### config.mk
export PLATFORM = sky130hd
export DESIGN_NAME = ims_sequencer
export DESIGN_NICKNAME = d
export VERILOG_FILES = /design/src/rtl/ims_pkg.sv /design/src/rtl/ims_sequencer.sv
export SDC_FILE = /design/constraint.sdc
export NUM_CORES = 1
export LEC_CHECK = 0
export ABC_AREA = 1
export BUFFER_PORTS_ARGS = -buffer_cell sky130_fd_sc_hd__buf_2
export CAP_MARGIN = 20
export CORE_MARGIN = 3
export CORE_UTILIZATION = 35
export CTS_BUF_LIST = sky130_fd_sc_hd__clkbuf_4 sky130_fd_sc_hd__clkbuf_8
export CTS_CLUSTER_SIZE = 10
export DETAILED_ROUTE_END_ITERATION = 8
export GPL_TIMING_DRIVEN = 0
export MAX_ROUTING_LAYER = met4
export PLACE_DENSITY = 0.56
export REMOVE_ABC_BUFFERS = 1
export SLEW_MARGIN = 10
export SYNTH_ARGS = -nofsm -noshare
export SYNTH_HDL_FRONTEND = slang
export SYNTH_SLANG_ARGS = --single-unit
### constraint.sdc
create_clock -name clock -period 41.4 [get_ports clock]
set_input_delay 2.07 -clock clock [delete_from_list [all_inputs] [get_ports clock]]
set_output_delay 2.07 -clock clock [all_outputs]
set_load 0.02 [all_outputs]
### src/rtl/ims_pkg.sv
// Constants, carrier types and register map of the two-wire mode sequencer.
// Assumes a 50 MHz system clock and an 8-bit register port with two address bits.
package ims_pkg;
  // ------------------------------------------------------------
  // Register map and control fields
  // ------------------------------------------------------------
  localparam logic [1:0] IMS_ADDR_CONTROL = 2'h0;
  localparam logic [1:0] IMS_ADDR_OWN = 2'h1;
  localparam logic [1:0] IMS_ADDR_PROGRESS = 2'h2;
  localparam logic [1:0] IMS_ADDR_BYTE = 2'h3;
  localparam int IMS_CTL_ACK = 7;
  localparam int IMS_CTL_EN = 6;
  localparam int IMS_CTL_BEGIN = 5;
  localparam int IMS_CTL_HALT = 4;
  localparam int IMS_CTL_FLAG = 3;
  localparam logic [7:0] IMS_CONTROL_RST = 8'h00;
  localparam logic [7:0] IMS_OWN_RST = 8'h00;
  localparam logic [7:0] IMS_BYTE_RST = 8'h00;
  localparam logic [3:0] IMS_ACK_BIT = 4'h8;
  // ------------------------------------------------------------
  // Progress codes
  // ------------------------------------------------------------
  localparam logic [7:0] IMS_CODE_IDLE = 8'hF8;
  localparam logic [7:0] IMS_ST_START = 8'h08;
  localparam logic [7:0] IMS_ST_RSTART = 8'h10;
  localparam logic [7:0] IMS_MT_AW_ACK = 8'h18;
  localparam logic [7:0] IMS_MT_AW_NACK = 8'h20;
  localparam logic [7:0] IMS_MT_D_ACK = 8'h28;
  localparam logic [7:0] IMS_MT_D_NACK = 8'h30;
  localparam logic [7:0] IMS_ARB_LOST = 8'h38;
  localparam logic [7:0] IMS_MR_AR_ACK = 8'h40;
  localparam logic [7:0] IMS_MR_AR_NACK = 8'h48;
  localparam logic [7:0] IMS_MR_D_ACK = 8'h50;
  localparam logic [7:0] IMS_MR_D_NACK = 8'h58;
  localparam logic [7:0] IMS_SR_AW = 8'h60;
  localparam logic [7:0] IMS_SR_AW_ARB = 8'h68;
  localparam logic [7:0] IMS_SR_D_ACK = 8'h80;
  localparam logic [7:0] IMS_SR_D_NACK = 8'h88;
  localparam logic [7:0] IMS_SL_STOP = 8'hA0;
  localparam logic [7:0] IMS_ST_AR = 8'hA8;
  localparam logic [7:0] IMS_ST_AR_ARB = 8'hB0;
  localparam logic [7:0] IMS_ST_D_ACK = 8'hB8;
  localparam logic [7:0] IMS_ST_D_NACK = 8'hC0;
  localparam logic [7:0] IMS_ST_LAST = 8'hC8;
  // ------------------------------------------------------------
  // Timing
  // ------------------------------------------------------------
  localparam int IMS_CLK_KHZ = 50000;
  localparam int IMS_SCL_KHZ [8] = '{330, 288, 217, 146, 88, 59, 44, 36};

  // Half serial clock period in system cycles, minus one, rounded up
  function automatic logic [9:0] ims_half_cnt(input logic [2:0] rate);
    int f;
    f = IMS_SCL_KHZ[rate];
    return 10'((IMS_CLK_KHZ + 2 * f - 1) / (2 * f) - 1);
  endfunction

  // ------------------------------------------------------------
  // Types
  // ------------------------------------------------------------
  typedef enum logic [2:0] {MD_NAS, MD_MTX, MD_MRX, MD_SRX, MD_STX} ims_mode_t;
  typedef enum logic [3:0] {G_IDLE, G_BUF, G_START, G_LOW, G_HIGH, G_STOP_A, G_STOP_B, G_RS_A, G_RS_B} ims_gen_t;

  typedef struct packed {
    logic wr;
    logic rd;
    logic [1:0] addr;
    logic [7:0] wdata;
  } ims_req_t;

  typedef struct packed {
    logic scl_m1;
    logic scl_m2;
    logic scl_m3;
    logic sda_m1;
    logic sda_m2;
    logic sda_m3;
    logic [7:0] control;
    logic [7:0] own;
    logic [7:0] code;
    logic [7:0] byte_r;
    logic [7:0] rdata;
    ims_mode_t mode;
    ims_gen_t gen;
    logic [9:0] div;
    logic master;
    logic lost;
    logic busy;
    logic addr_phase;
    logic armed;
    logic matched;
    logic [3:0] bit_cnt;
    logic [7:0] shreg;
    logic got_ack;
    logic hold;
    logic scl_low;
    logic sda_low;
  } ims_state_t;

  localparam ims_state_t IMS_STATE_RST = '{control: IMS_CONTROL_RST, own: IMS_OWN_RST, code: IMS_CODE_IDLE,
                                           byte_r: IMS_BYTE_RST, mode: MD_NAS, gen: G_IDLE, default: '0};
endpackage

### src/rtl/ims_sequencer.sv
// Two-wire bus controller: master transmit/receive and slave receive/transmit sequencing.
// Assumes open-drain pads outside (output low when enabled) and a host on the register port.
`timescale 1ns/1ps

module ims_sequencer
  import ims_pkg::*;
(
  // Clock and reset
  input wire logic clock,
  input wire logic nrst,
  // Register port
  input wire ims_req_t req,
  output logic [7:0] rdata,
  // Serial clock pin
  input wire logic scl_in,
  output logic scl_out,
  output logic scl_oe,
  // Serial data pin
  input wire logic sda_in,
  output logic sda_out,
  output logic sda_oe
);

  // ------------------------------------------------------------
  // State and decodes
  // ------------------------------------------------------------
  ims_state_t s;
  ims_state_t n;
  logic en;
  logic flag;
  logic ack_en;
  logic scl_rise;
  logic scl_fall;
  logic start_det;
  logic stop_det;
  logic tick;
  logic tx_bits;
  logic byte_done;
  logic set_flag;
  logic [3:0] nb;
  logic [9:0] half;

  // Control bits and bus events from the synchronised pins
  assign en = s.control[IMS_CTL_EN];
  assign flag = s.control[IMS_CTL_FLAG];
  assign ack_en = s.control[IMS_CTL_ACK];
  assign scl_rise = s.scl_m2 & ~s.scl_m3;
  assign scl_fall = ~s.scl_m2 & s.scl_m3;
  assign start_det = s.scl_m2 & s.scl_m3 & ~s.sda_m2 & s.sda_m3;
  assign stop_det = s.scl_m2 & s.scl_m3 & s.sda_m2 & ~s.sda_m3;
  assign tick = (s.div == 10'h000);
  assign half = ims_half_cnt(s.control[2:0]);
  assign nb = s.bit_cnt + 4'h1;
  assign byte_done = scl_fall & s.armed & (s.bit_cnt == IMS_ACK_BIT);
  // Who drives data bits in this byte
  assign tx_bits = (s.master & (s.addr_phase | (s.mode == MD_MTX))) | (s.mode == MD_STX);

  // Open-drain pads: only ever pull low
  assign scl_out = 1'b0;
  assign sda_out = 1'b0;
  assign scl_oe = s.scl_low | s.hold;
  assign sda_oe = s.sda_low;
  assign rdata = s.rdata;

  // ------------------------------------------------------------
  // Next-state logic
  // ------------------------------------------------------------
  always_comb begin
    n = s;
    set_flag = 1'b0;
    // Two-stage synchronisers plus one previous sample
    n.scl_m1 = scl_in;
    n.scl_m2 = s.scl_m1;
    n.scl_m3 = s.scl_m2;
    n.sda_m1 = sda_in;
    n.sda_m2 = s.sda_m1;
    n.sda_m3 = s.sda_m2;
    // Free-running half-period divider for master clocking
    n.div = tick ? half : s.div - 10'h001;
    // Read data valid only in the cycle after the strobe
    n.rdata = 8'h00;
    if (req.rd) begin
      case (req.addr)
        IMS_ADDR_CONTROL: n.rdata = s.control;
        IMS_ADDR_OWN: n.rdata = s.own;
        IMS_ADDR_PROGRESS: n.rdata = {s.code[7:3], 3'b000};
        default: n.rdata = s.byte_r;
      endcase
    end

    if (!en) begin
      // Disabled: pins released, inputs ignored, not addressed
      n.mode = MD_NAS;
      n.gen = G_IDLE;
      n.master = 1'b0;
      n.lost = 1'b0;
      n.busy = 1'b0;
      n.addr_phase = 1'b0;
      n.armed = 1'b0;
      n.matched = 1'b0;
      n.bit_cnt = 4'h0;
      n.hold = 1'b0;
      n.scl_low = 1'b0;
      n.sda_low = 1'b0;
      n.code = IMS_CODE_IDLE;
    end else begin
      // Master clock and condition generator
      case (s.gen)
        G_IDLE: begin
          n.scl_low = 1'b0;
          if (s.control[IMS_CTL_BEGIN] & ~s.busy & ~flag) begin
            n.gen = G_BUF;
            n.div = half;
          end
        end
        G_BUF: begin
          if (tick) begin
            if (s.busy) begin
              n.gen = G_IDLE;
            end else begin
              n.sda_low = 1'b1;
              n.gen = G_START;
            end
          end
        end
        G_START: begin
          if (tick) begin
            n.scl_low = 1'b1;
            n.gen = G_LOW;
            n.master = 1'b1;
            n.code = s.master ? IMS_ST_RSTART : IMS_ST_START;
            n.hold = 1'b1;
            set_flag = 1'b1;
          end
        end
        G_LOW: begin
          n.scl_low = 1'b1;
          // Low phase is held while the flag is pending
          if (tick & ~s.hold) begin
            if (s.control[IMS_CTL_HALT]) begin
              n.sda_low = 1'b1;
              n.gen = G_STOP_A;
            end else if (s.control[IMS_CTL_BEGIN]) begin
              n.sda_low = 1'b0;
              n.gen = G_RS_A;
            end else begin
              n.scl_low = 1'b0;
              n.gen = G_HIGH;
            end
          end
        end
        G_HIGH: begin
          // Far end may stretch: count high time only once high is seen
          if (~s.scl_m2) begin
            n.div = half;
          end else if (tick) begin
            n.scl_low = 1'b1;
            n.gen = G_LOW;
          end
        end
        G_STOP_A: begin
          if (tick) begin
            n.scl_low = 1'b0;
            n.gen = G_STOP_B;
          end
        end
        G_STOP_B: begin
          if (s.scl_m2 & tick) begin
            n.sda_low = 1'b0;
            n.gen = G_IDLE;
          end
        end
        G_RS_A: begin
          if (tick) begin
            n.scl_low = 1'b0;
            n.gen = G_RS_B;
          end
        end
        G_RS_B: begin
          if (s.scl_m2 & tick) begin
            n.sda_low = 1'b1;
            n.gen = G_START;
          end
        end
        default: n.gen = G_IDLE;
      endcase

      // Flag cleared by software: resume and present the first bit
      if (s.hold & ~flag) begin
        n.hold = 1'b0;
        n.div = half;
        n.sda_low = tx_bits & ~s.byte_r[7];
      end

      // Bit engine driven by the observed bus
      if (start_det) begin
        n.busy = 1'b1;
        n.bit_cnt = 4'h0;
        n.addr_phase = 1'b1;
        n.armed = 1'b0;
        n.lost = 1'b0;
        n.matched = 1'b0;
        if (~s.master & ((s.mode == MD_SRX) | (s.mode == MD_STX))) begin
          n.code = IMS_SL_STOP;
          set_flag = 1'b1;
          n.mode = MD_NAS;
          n.sda_low = 1'b0;
        end
      end else if (stop_det) begin
        n.busy = 1'b0;
        n.addr_phase = 1'b0;
        n.armed = 1'b0;
        n.bit_cnt = 4'h0;
        n.mode = MD_NAS;
        n.sda_low = 1'b0;
        if (s.master) begin
          // Own stop seen: halt request retires, no flag
          n.master = 1'b0;
          n.control[IMS_CTL_HALT] = 1'b0;
          n.code = IMS_CODE_IDLE;
          n.gen = G_IDLE;
          n.scl_low = 1'b0;
        end else if ((s.mode == MD_SRX) | (s.mode == MD_STX)) begin
          n.code = IMS_SL_STOP;
          set_flag = 1'b1;
        end else if (~flag) begin
          n.code = IMS_CODE_IDLE;
        end
      end else begin
        // Sample on rising clock: data shift, arbitration, acknowledge
        if (scl_rise & s.armed) begin
          if (s.bit_cnt < IMS_ACK_BIT) begin
            n.shreg = {s.shreg[6:0], s.sda_m2};
            if (s.master & tx_bits & ~s.sda_low & ~s.sda_m2) begin
              n.lost = 1'b1;
              n.master = 1'b0;
              n.gen = G_IDLE;
              n.scl_low = 1'b0;
            end
          end else begin
            n.got_ack = ~s.sda_m2;
          end
        end
        if (byte_done) begin
          // Byte plus acknowledge complete: report and hold
          n.bit_cnt = 4'h0;
          n.addr_phase = 1'b0;
          n.sda_low = 1'b0;
          n.byte_r = s.shreg;
          n.hold = 1'b1;
          set_flag = 1'b1;
          if (s.addr_phase & s.master) begin
            n.mode = s.shreg[0] ? MD_MRX : MD_MTX;
            if (s.shreg[0]) begin
              n.code = s.got_ack ? IMS_MR_AR_ACK : IMS_MR_AR_NACK;
            end else begin
              n.code = s.got_ack ? IMS_MT_AW_ACK : IMS_MT_AW_NACK;
            end
          end else if (s.addr_phase & s.matched) begin
            n.mode = s.shreg[0] ? MD_STX : MD_SRX;
            if (s.shreg[0]) begin
              n.code = s.lost ? IMS_ST_AR_ARB : IMS_ST_AR;
            end else begin
              n.code = s.lost ? IMS_SR_AW_ARB : IMS_SR_AW;
            end
            n.lost = 1'b0;
          end else if (s.lost) begin
            n.code = IMS_ARB_LOST;
            n.mode = MD_NAS;
            n.lost = 1'b0;
          end else begin
            case (s.mode)
              MD_MTX: n.code = s.got_ack ? IMS_MT_D_ACK : IMS_MT_D_NACK;
              MD_MRX: n.code = s.sda_low ? IMS_MR_D_ACK : IMS_MR_D_NACK;
              MD_SRX: begin
                n.code = s.sda_low ? IMS_SR_D_ACK : IMS_SR_D_NACK;
                if (~s.sda_low) begin
                  n.mode = MD_NAS;
                end
              end
              MD_STX: begin
                if (~s.got_ack) begin
                  n.code = IMS_ST_D_NACK;
                  n.mode = MD_NAS;
                end else if (~ack_en) begin
                  n.code = IMS_ST_LAST;
                  n.mode = MD_NAS;
                end else begin
                  n.code = IMS_ST_D_ACK;
                end
              end
              default: begin
                // Not addressed: keep watching, no report
                n.hold = 1'b0;
                set_flag = 1'b0;
              end
            endcase
          end
        end else if (scl_fall) begin
          if (~s.armed) begin
            // Falling edge that closes the start condition
            n.armed = 1'b1;
          end else begin
            n.bit_cnt = nb;
            if (nb == IMS_ACK_BIT) begin
              if (tx_bits) begin
                n.sda_low = 1'b0;
              end else if (s.addr_phase & ~s.master) begin
                n.matched = (s.shreg[7:1] == s.own[7:1]) & ack_en;
                n.sda_low = (s.shreg[7:1] == s.own[7:1]) & ack_en;
              end else begin
                n.sda_low = ack_en & ((s.mode == MD_MRX) | (s.mode == MD_SRX));
              end
            end else begin
              n.sda_low = tx_bits & ~s.byte_r[~nb[2:0]];
            end
          end
        end
      end
    end

    // Register writes; enable changes only here
    if (req.wr) begin
      case (req.addr)
        IMS_ADDR_CONTROL: begin
          n.control = req.wdata;
          n.control[IMS_CTL_FLAG] = s.control[IMS_CTL_FLAG] & req.wdata[IMS_CTL_FLAG];
        end
        IMS_ADDR_OWN: begin
          n.own = req.wdata;
          n.own[0] = 1'b0;
        end
        IMS_ADDR_BYTE: n.byte_r = req.wdata;
        default: n.code = n.code;
      endcase
    end
    // Hardware set wins over a software clear in the same cycle
    if (set_flag) begin
      n.control[IMS_CTL_FLAG] = 1'b1;
    end
  end

  // ------------------------------------------------------------
  // State register
  // ------------------------------------------------------------
  always_ff @(posedge clock or negedge nrst) begin
    if (!nrst) begin
      s <= IMS_STATE_RST;
    end else begin
      s <= n;
    end
  end

  // ------------------------------------------------------------
  // Assertions
  // ------------------------------------------------------------
  AST_NO_FLAG_IDLE:
    assert property (@(posedge clock) disable iff (!nrst) $rose(s.control[IMS_CTL_FLAG]) |-> s.code != IMS_CODE_IDLE)
      else $error("flag raised with idle progress code");

  AST_HOLD_SUSPENDS:
    assert property (@(posedge clock) disable iff (!nrst)
      s.hold && flag && en && !start_det && !stop_det |=> scl_oe && $stable(s.bit_cnt))
      else $error("transfer advanced while flag pending");

  AST_ENABLE_SW_ONLY:
    assert property (@(posedge clock) disable iff (!nrst)
      !(req.wr && req.addr == IMS_ADDR_CONTROL) |=> $stable(s.control[IMS_CTL_EN]))
      else $error("enable bit changed without a write");

  AST_START_REPORT:
    assert property (@(posedge clock) disable iff (!nrst)
      en && s.gen == G_START && tick && !start_det && !stop_det |=>
      s.control[IMS_CTL_FLAG] && s.master && (s.code == IMS_ST_START || s.code == IMS_ST_RSTART))
      else $error("start not reported with 08H or 10H");

  AST_HALT_RETIRES:
    assert property (@(posedge clock) disable iff (!nrst)
      en && stop_det && s.master && !req.wr |=> !s.control[IMS_CTL_HALT] && !s.master ##1 !sda_oe)
      else $error("halt request not retired after own stop");

  AST_PROGRESS_LOW_ZERO:
    assert property (@(posedge clock) disable iff (!nrst)
      req.rd && req.addr == IMS_ADDR_PROGRESS |=> rdata[2:0] == 3'b000 && rdata[7:3] == $past(s.code[7:3]))
      else $error("progress code read back wrong");

  AST_OWN_ADDRESS:
    assert property (@(posedge clock) disable iff (!nrst)
      req.wr && req.addr == IMS_ADDR_OWN |=> s.own == {$past(req.wdata[7:1]), 1'b0})
      else $error("own address register layout wrong");

  AST_IGNORE_OWN:
    assert property (@(posedge clock) disable iff (!nrst)
      en && scl_fall && s.armed && nb == IMS_ACK_BIT && s.addr_phase && !s.master && !ack_en
      && !start_det && !stop_det |=> !s.matched && !sda_oe)
      else $error("own address acknowledged while acknowledge disabled");

  AST_NACK_DATA:
    assert property (@(posedge clock) disable iff (!nrst)
      en && scl_fall && s.armed && nb == IMS_ACK_BIT && !s.addr_phase && s.mode == MD_SRX && !ack_en
      && !start_det && !stop_det |=> !sda_oe)
      else $error("data acknowledged while acknowledge disabled");

  AST_MASTER_DIRECTION:
    assert property (@(posedge clock) disable iff (!nrst)
      en && byte_done && s.addr_phase && s.master && !start_det && !stop_det |=>
      s.mode == ($past(s.shreg[0]) ? MD_MRX : MD_MTX) && s.control[IMS_CTL_FLAG])
      else $error("master mode does not follow direction bit");

  AST_SLAVE_RX_ENTRY:
    assert property (@(posedge clock) disable iff (!nrst)
      en && byte_done && s.addr_phase && !s.master && s.matched && !s.lost && !s.shreg[0]
      && !start_det && !stop_det |=> s.mode == MD_SRX && s.code == IMS_SR_AW)
      else $error("own address with write did not enter slave receive");

endmodule

======== After elaboration in Yosys (flattened, before gate mapping) ========
Memories as Yosys holds them, arrays and structs flattened.
Index checks and enable logic that the tools add are counted.
word-level totals
  flip-flop bits (word level) ............. 84
  bits in read-only memories .............. 256
  bits of input ports ..................... 16
  output and inout port bits .............. 12
  logic and storage cells ................. 294
  memories kept ........................... 1
memories
  memory           depth  width  read ports  clocked after memory_dff  wr ports  line           source
  (no name shown)  8      32     1           0                         0         ims_pkg.sv:54  f = IMS_SCL_KHZ[rate];
cells by class
  add/sub/neg operators ................... 5
  div/mod/pow operators ................... 1
  magnitude comparators ................... 3
  equal/unequal tests ..................... 35
  muxes and demuxes ....................... 156
  bitwise logic cells ..................... 49
  reductions and logical operators ........ 16
operators by type and width
  operator                                                              count
  8-bit two-way mux                                                     19
  4-bit two-way mux                                                     20
  1-bit two-way mux                                                     63
  31-bit two-way mux                                                    2
  10-bit two-way mux                                                    5
  4-bit one-hot mux with 9 select lines                                 1
  7-bit two-way mux                                                     5
  3-bit two-way mux                                                     11
  17-bit by 32-bit adder with 32-bit output, first input constant       1
  32-bit by 32-bit divider with 32-bit output                           1
  8-bit one-hot mux with 4 select lines                                 1
  32-bit by 2-bit subtractor with 32-bit output, second input constant  1
  29-bit two-way mux                                                    1
  1-bit AND                                                             28
  5-bit two-way mux                                                     5
  2-bit two-way mux                                                     12
  8-bit one-hot mux with 3 select lines                                 1
  10-bit one-hot mux with 2 select lines                                1
  4-bit by 3-bit == test with 1-bit output, second input constant       4
  16-bit two-way mux                                                    1
  5-bit AND reduction                                                   3
  14-bit two-way mux                                                    1
  1-bit inverter                                                        14
  4-bit == test, second input constant                                  3
  41 further kinds                                                      61

======== Depth between registers and ports, before layout ========
Gate-level depths: netlist of run 1.
  word-level depth ........................ 17
  gate-level depth with buffers ........... 333
  depth with buffers taken out ............ 320

======== Worst setup path after synthesis of run 1 ========
OpenSTA, ideal clock, no wires.
  path type ............................... register to register
  from .................................... register s[72] (netlist name)
  to ...................................... register s[28] (netlist name)
  setup time .............................. 0.124 ns
  data arrival time ....................... 39.433 ns
  data required time ...................... 41.276 ns
  setup slack ............................. 1.843 ns
  cell stages (with the launch flop) ...... 313
  buffers on the path ..................... 13
  period minus slack after synthesis ...... 39.557 ns
  path through ............................ dfrtp_1 -> inv_2 -> ha_1 -> o21ai_2 -> inv_1 -> ha_1 -> nand2_2 -> nand2_1 -> nand3_1 -> nor2_1 -> ha_1 -> o21a_1 -> nor2_1 -> nand3_2 -> nand2_1 -> nor2_1 -> ha_1 -> nand3_1 -> (+277 left out) -> nand2_2 -> nor2_4 -> buf_6 -> o31ai_1 -> ha_1 -> a21oi_1 -> o21ai_0 -> a41oi_1 -> inv_1 -> nand3_1 -> nand2_2 -> nor2_4 -> ha_1 -> nand3_1 -> nor3_1 -> xor2_1 -> o211ai_1 -> nand2_1
RTL lines
  item                    line                  source
  from (decl)             ims_sequencer.sv:27   ims_state_t s;
  from (signal assigned)  ims_sequencer.sv:350  s <= n;

==> results.md, run 1 <==
* CP peak stage delay at 0.49 ns
* Clk_lat worst skew at 0.38 ns
* Crit-path slowest cell: dfrtp_2
* # rows at 90
* Clk sinks at 81
* H-tree Lvls at 3
* Most frequent cells in the layout: 860 x nand2_1, 489 x inv_1, 293 x nand3_1
* 1st-iter DRT viols at 1827
* Placed inst area at 22240 sq um
* Die ar. at 65110 sq um
* Critical-path maximum fanout at 11
* Largest net degree at the start of global routing at 49
* Setup crit end kind: flip-flop
* Share of the synthesized area in the top cell type at 0.1508
* Yosys warns at 0
* #FFs+latches synth at 81
* Worst Setup Start Kind: flip-flop
* Syn Inst Count at 3592
* Final core occ at 0.4109
* CORE AREA at 60920 sq um
* Initial Util at 0.3567
* Critical path required time at 41.66 ns
* Share of cells above drive strength 1 at 0.2367
* Number of global-route vias before repair at 21380
* Clock transition at the registers of the reported paths at 0.10 ns
* Vias per cell at 5.139
* Run status: finished clean
* DRC Markers at 0
* CTS Root Cell: clkbuf_8
* Via count at 23510
* Fillers at 6618
* GR Util met3 at 0.01260
* Place WS at -8.202 ns
* WL/cell at 16.01 um
* First-pass DRT Iterations at 5
* Global-route wire length before repair at 115.0 mm
* Final Hold Viols at 0
* HPWL after DPL at 53.73 mm
* Post-synth top area cell: nand2_1
* Busiest grt layer: met2
* Final WS setup at 2.835 ns
* Tot GR Track Use at 0.2235
* Final Cycle Share at 0.9315
* Unique masters post-synth at 91
* Setup TNS at 0 ns
* Most frequent cell on the critical path: inv_1
* Clock skew at 0.02063 ns
* Final Max Slew Viols at 0
* Synth-to-Final Area Change at 15.20%
* Mapped Area at 21730 sq um
* Final setup vio count at 0
* Sequential-to-total area share from yosys stat at 0.09356
* Port bufs at 25
* CTS Buffer Depth at 2
* Top_reg_cell synth: dfrtp_1
* Worst slew pin tran at 1.119 ns
* Synth top area cells: nand2_1 15%, dfrtp_1 8.8%, ha_1 8.6%
* Ports at 28
* Worst Setup Path Type: flip-flop to flip-flop
* Final Cell Area at 25030 sq um
* Period minus WS final at 38.56 ns
* MaxCap Viol Count at 0
* Async SR Flop Fraction at 1.000
* Fmax at 25.93 MHz
* Initial antenna violation count at 0
* Relative slew slack at 0.2520
* Crit path arrival time at 38.82 ns
* Worst min-delay path class: flip-flop to flip-flop
* Gr ovfl total at 0
* Final Net Count at 3908
* Chip width at 255.2 um
* Post-route ant nets at 0
* TritonCTS clock tree: built
* Die H at 255.2 um
* GR Util met1 at 0.3141
* Grt met2 use at 0.3626
* EDFF count, synth at 0
* CTS Buf Count at 9
* GP Congestion at 0.9267
* Commonest non-fill, non-tap cell in the layout: nand2_1
* Final WL at 73.23 mm
* Ant diodes at 0
* Synthesized area per cell at 6.050 sq um
==> cells in the mapped netlist, types with 15 or more instances <==
library cell  count
inv_2            35
xnor2_1          19
ha_1            150
inv_1           498
nand4_1          89
nand2_4          56
o211ai_1         34
nor3_1           64
dfrtp_1          76
nor2_1          305
nor2_4           26
nand2_1         873
o21ai_0         193
buf_6            24
clkbuf_8         26
o22ai_1          15
o21ai_2          15
nor2_2           34
xor2_1          106
nand3_2          67
a21oi_1         122
nand3_1         300
a31oi_1          20
o21ai_1          20
nand2_2         194
==> state kept, by name (all words and copies together) (netlist names) <==
register  count
ack_en        1
n             4
flag          1
rdata         8
en            1
sda_oe        1
s            65
==> layout make-up <==
class / count / area [sq um] / area share
inverters: 558 / 2238 / 0.08941
repair inverters: 4 / 32.53 / 0.001299
clock buffers: 10 / 137.6 / 0.005498
flip-flops and latches: 81 / 2039 / 0.08147
clock inverters: 6 / 75.07 / 0.002999
well taps: 828 / 1036 / 0.04138
repair buffers: 197 / 1637 / 0.06537
multi-input cells: 2891 / 17840 / 0.7126
==> routing by layer <==
layer / part of all wire / wire length (um)
met1: 0.48 / 35350
met2: 0.45 / 33220
met3: 0.045 / 3293
met4: 0.019 / 1360
met5: 0 / 0
==> final timing paths <==
check                      startpoint     to  slack, ns  cells after the start
hold / removal                  n[83]  n[82]       0.36                      0
min in group asynchronous        nrst   s[4]       1.64                      1
setup reg to reg                s[72]  s[28]       2.84                    303
setup / recovery                s[72]  s[28]       2.84                    303
hold reg to reg                 n[83]  n[82]       0.36                      0
max in group asynchronous        nrst  s[62]      39.08                      2
==> critical path: cells and delay by family, from the launching register on <==
family	cells	cell delay, ns
AOI/OAI and AO/OA	51	7.05
buffers and inverters	57	5.05
and+or+nand+nor	159	16.47
xor gates and xnor gates	4	0.61
DFF	1	0.49
adders and majority gates	32	8.61
==> cells by family after synthesis <==
family,synth area share
flip-flops,0.09356
buffers and inverters,0.1391
AND/OR/NAND/NOR,0.4865
other,0.0003456
adder cells (fa/ha/maj),0.08637
AO/OA/AOI/OAI,0.1413
XOR/XNOR,0.05188
multiplexers,0.0009213
==> what timing repair did <==
action | 4_1_cts | 5_1_grt
setup endpoints to repair | 8 | 8
resized for setup | 99 | 171
setup buffers | 44 | 116
pin swaps | 23 | 79
gates cloned | 8 | 6
hold buffers | 0 | 0
==> per-stage QoR <==
| stage | hold slack (ns) | cells |
|---|---|---|
| 6_report | 0.3597 | 4575 |
| 3_3_place_gp | 0.3334 | 4377 |
| 2_1_floorplan | 0.3312 | 3524 |
| 3_5_place_dp | 0.3364 | 4384 |
| 5_1_grt | 0.3672 | 4575 |
| 4_1_cts | 0.3620 | 4452 |
Power of run 1 is not shown: default switching activity piles up to over one toggle a cycle in this logic, so the estimate is an artifact.
==> run 2, diff against run 1 <==
--- a/config.mk
+++ b/config.mk
@@ -11,9 +11,9 @@
 export CORE_MARGIN = 3
 export CORE_UTILIZATION = 35
 export CTS_BUF_LIST = sky130_fd_sc_hd__clkbuf_4 sky130_fd_sc_hd__clkbuf_8
+export CTS_CLUSTER_DIAMETER = 80
 export CTS_CLUSTER_SIZE = 10
 export DETAILED_ROUTE_END_ITERATION = 8
-export GPL_TIMING_DRIVEN = 0
 export MAX_ROUTING_LAYER = met4
 export PLACE_DENSITY = 0.56
 export REMOVE_ABC_BUFFERS = 1
==> results.md, run 2 (synthesized netlist as in run 1, its figures left out) <==
* Initial Util at 0.3567 (unchanged)
* Critical-path maximum fanout at 10 (-1)
* Vias per cell at 5.168 (+0.56%)
* Final Hold Viols at 0 (unchanged)
* Clock transition at the registers of the reported paths at 0.10 ns (about the same)
* DRC Markers at 0 (unchanged)
* Gr ovfl total at 0 (unchanged)
* Critical path required time at 41.72 ns (+0.06 ns)
* Run status: finished clean
* Final Net Count at 3928 (+0.51%)
* Period minus WS final at 38.34 ns (-0.2260 ns)
* Die ar. at 65110 sq um (unchanged)
* First-pass DRT Iterations at 6 (+1)
* Worst Setup Start Kind: flip-flop
* H-tree Lvls at 3 (unchanged)
* Most frequent cell on the critical path: inv_1
* Number of flip-flops under the largest register name at 65 (unchanged)
* GP Congestion at 0.9644 (+4.1%)
* Crit-path slowest cell: dfrtp_2
* # placed instances at 4494 (+2.5%)
* Most flops, register: s
* Tot GR Track Use at 0.2284 (+0.004963)
* Post-CTS Hold Fix Bufs at 0 (unchanged)
* Final Max Slew Viols at 0 (unchanged)
* Setup crit end kind: flip-flop
* Worst min-delay path class: flip-flop to flip-flop
* Worst Setup Path Type: flip-flop to flip-flop
* HPWL after DPL at 57.72 mm (+7.4%)
* Via count at 23750 (+1.0%)
* Clock skew at 0.01709 ns (-0.003544 ns)
* Placed inst area at 22950 sq um (+3.2%)
* TritonCTS clock tree: built
* Final Cycle Share at 0.9261 (-0.005458)
* Fmax at 26.08 MHz (+0.59%)
* MaxCap Viol Count at 0 (unchanged)
* CORE AREA at 60920 sq um (unchanged)
* Worst slew pin tran at 0.8174 ns (-0.3019 ns)
* Commonest non-fill, non-tap cell in the layout: nand2_1
* Global-route wire length before repair at 117.6 mm (+2.3%)
* Place WS at -1.012 ns (+7.190 ns)
* Share of cells above drive strength 1 at 0.2238 (-0.01294)
* # rows at 90 (unchanged)
* Relative slew slack at 0.4493 (+0.1973)
* Chip width at 255.2 um (unchanged)
* Clk_lat worst skew at 0.39 ns (about the same)
* Final Cell Area at 24330 sq um (-2.8%)
* WL/cell at 16.27 um (+1.7%)
* Clk sinks at 81 (unchanged)
* Final WS setup at 3.061 ns (+0.2260 ns)
* CTS Buffer Depth at 2 (unchanged)
* Post-route ant nets at 0 (unchanged)
* Number of global-route vias before repair at 21850 (+2.2%)
* Largest net degree at the start of global routing at 82 (+67%)
* Final WL at 74.78 mm (+2.1%)
* Synth-to-Final Area Change at 11.96%
* Die H at 255.2 um (unchanged)
* CP peak stage delay at 0.48 ns (about the same)
* Final std cells w/o fill at 4595 (+0.44%)
* Fillers at 6739 (+1.8%)
* Ports at 28 (unchanged)
* Most frequent cells in the layout: 869 x nand2_1, 494 x inv_1, 297 x nand3_1
* Ant diodes at 0 (unchanged)
* 1st-iter DRT viols at 1888 (+3.3%)
* Initial antenna violation count at 0 (unchanged)
* Final setup vio count at 0 (unchanged)
* Crit path arrival time at 38.66 ns (-0.16 ns)
* CTS Root Cell: clkbuf_8
* Port bufs at 25 (unchanged)
* CTS Buf Count at 9 (unchanged)
run 2: cell count changes in the layout (fill, tap and decap cells not counted), moves of 5 or more:
cell	change
o21ai_2	-5
nand2_8	-6
nand2_1	+9
nor2_1	+11
buf_4	+35
inv_1	+5
o21ai_1	+7
ha_4	-15
ha_1	+13
nor2_4	-9
run 2: metal layers:
metal | global-route usage | up-vias | wire (um)
met3 | 0.01423 | 97 | 3665
met2 | 0.3654 | 641 | 33430
li1 | - | 12060 | -
met5 | - | - | 0
met1 | 0.3218 | 10950 | 36400
met4 | 0.03812 | 0 | 1284
run 2: what timing repair did:
action | 4_1_cts | 5_1_grt
pin swaps | 2 | 45
buffers inserted | 9 | 68
cloned | 1 | 5
gates resized for setup | 8 | 134
endpoints found under the hold margin | 0 | 0
setup endpoints to repair | 8 | 8
run 2: area by class of cell:
cell class | instances | area (sq um) | area share
Inverter | 558 | 2160 | 0.08876
Sequential cell | 81 | 2034 | 0.08362
Tap cell | 828 | 1036 | 0.04258
Clock inverter | 7 | 76.32 | 0.003137
Multi-Input combinational cell | 2891 | 17260 | 0.7094
Timing Repair Buffer | 221 | 1640 | 0.06742
Clock buffer | 9 | 123.9 | 0.005091
run 2: through the flow:
step                      setup TNS (ns)  hold slack (ns)  utilization
after CTS                              0           0.3652       0.3818
after global routing             -0.4546           0.3813       0.3994
after floorplan                  -0.4165           0.3312            -
final                                  0           0.3613       0.3994
after global placement           -0.1477           0.3353       0.3768
after detailed placement          -4.589           0.3370       0.3768
run 2: final timing paths:
check | slack, ns | to | startpoint | depth (start not counted)
min reg2reg | 0.36 | n[82] | n[83] | 0
max reg2reg | 3.06 | s[28] | s[72] | 302
min | 0.36 | n[82] | n[83] | 0
max in group asynchronous | 39.22 | s[61] | nrst | 2
max | 3.06 | s[28] | s[72] | 302
min in group asynchronous | 1.56 | s[69] | nrst | 1
run 2: critical path: cells and delay by family (launching register included):
| family | cells | cell delay (ns) |
|---|---|---|
| compound gates | 47 | 6.53 |
| xor+xnor | 4 | 0.74 |
| fa+ha+maj | 32 | 9.23 |
| buf+inv | 62 | 5.18 |
| flops | 1 | 0.48 |
| mux | 1 | 0.13 |
| simple gates | 156 | 15.93 |
Power of run 2 is left out for the same reason.
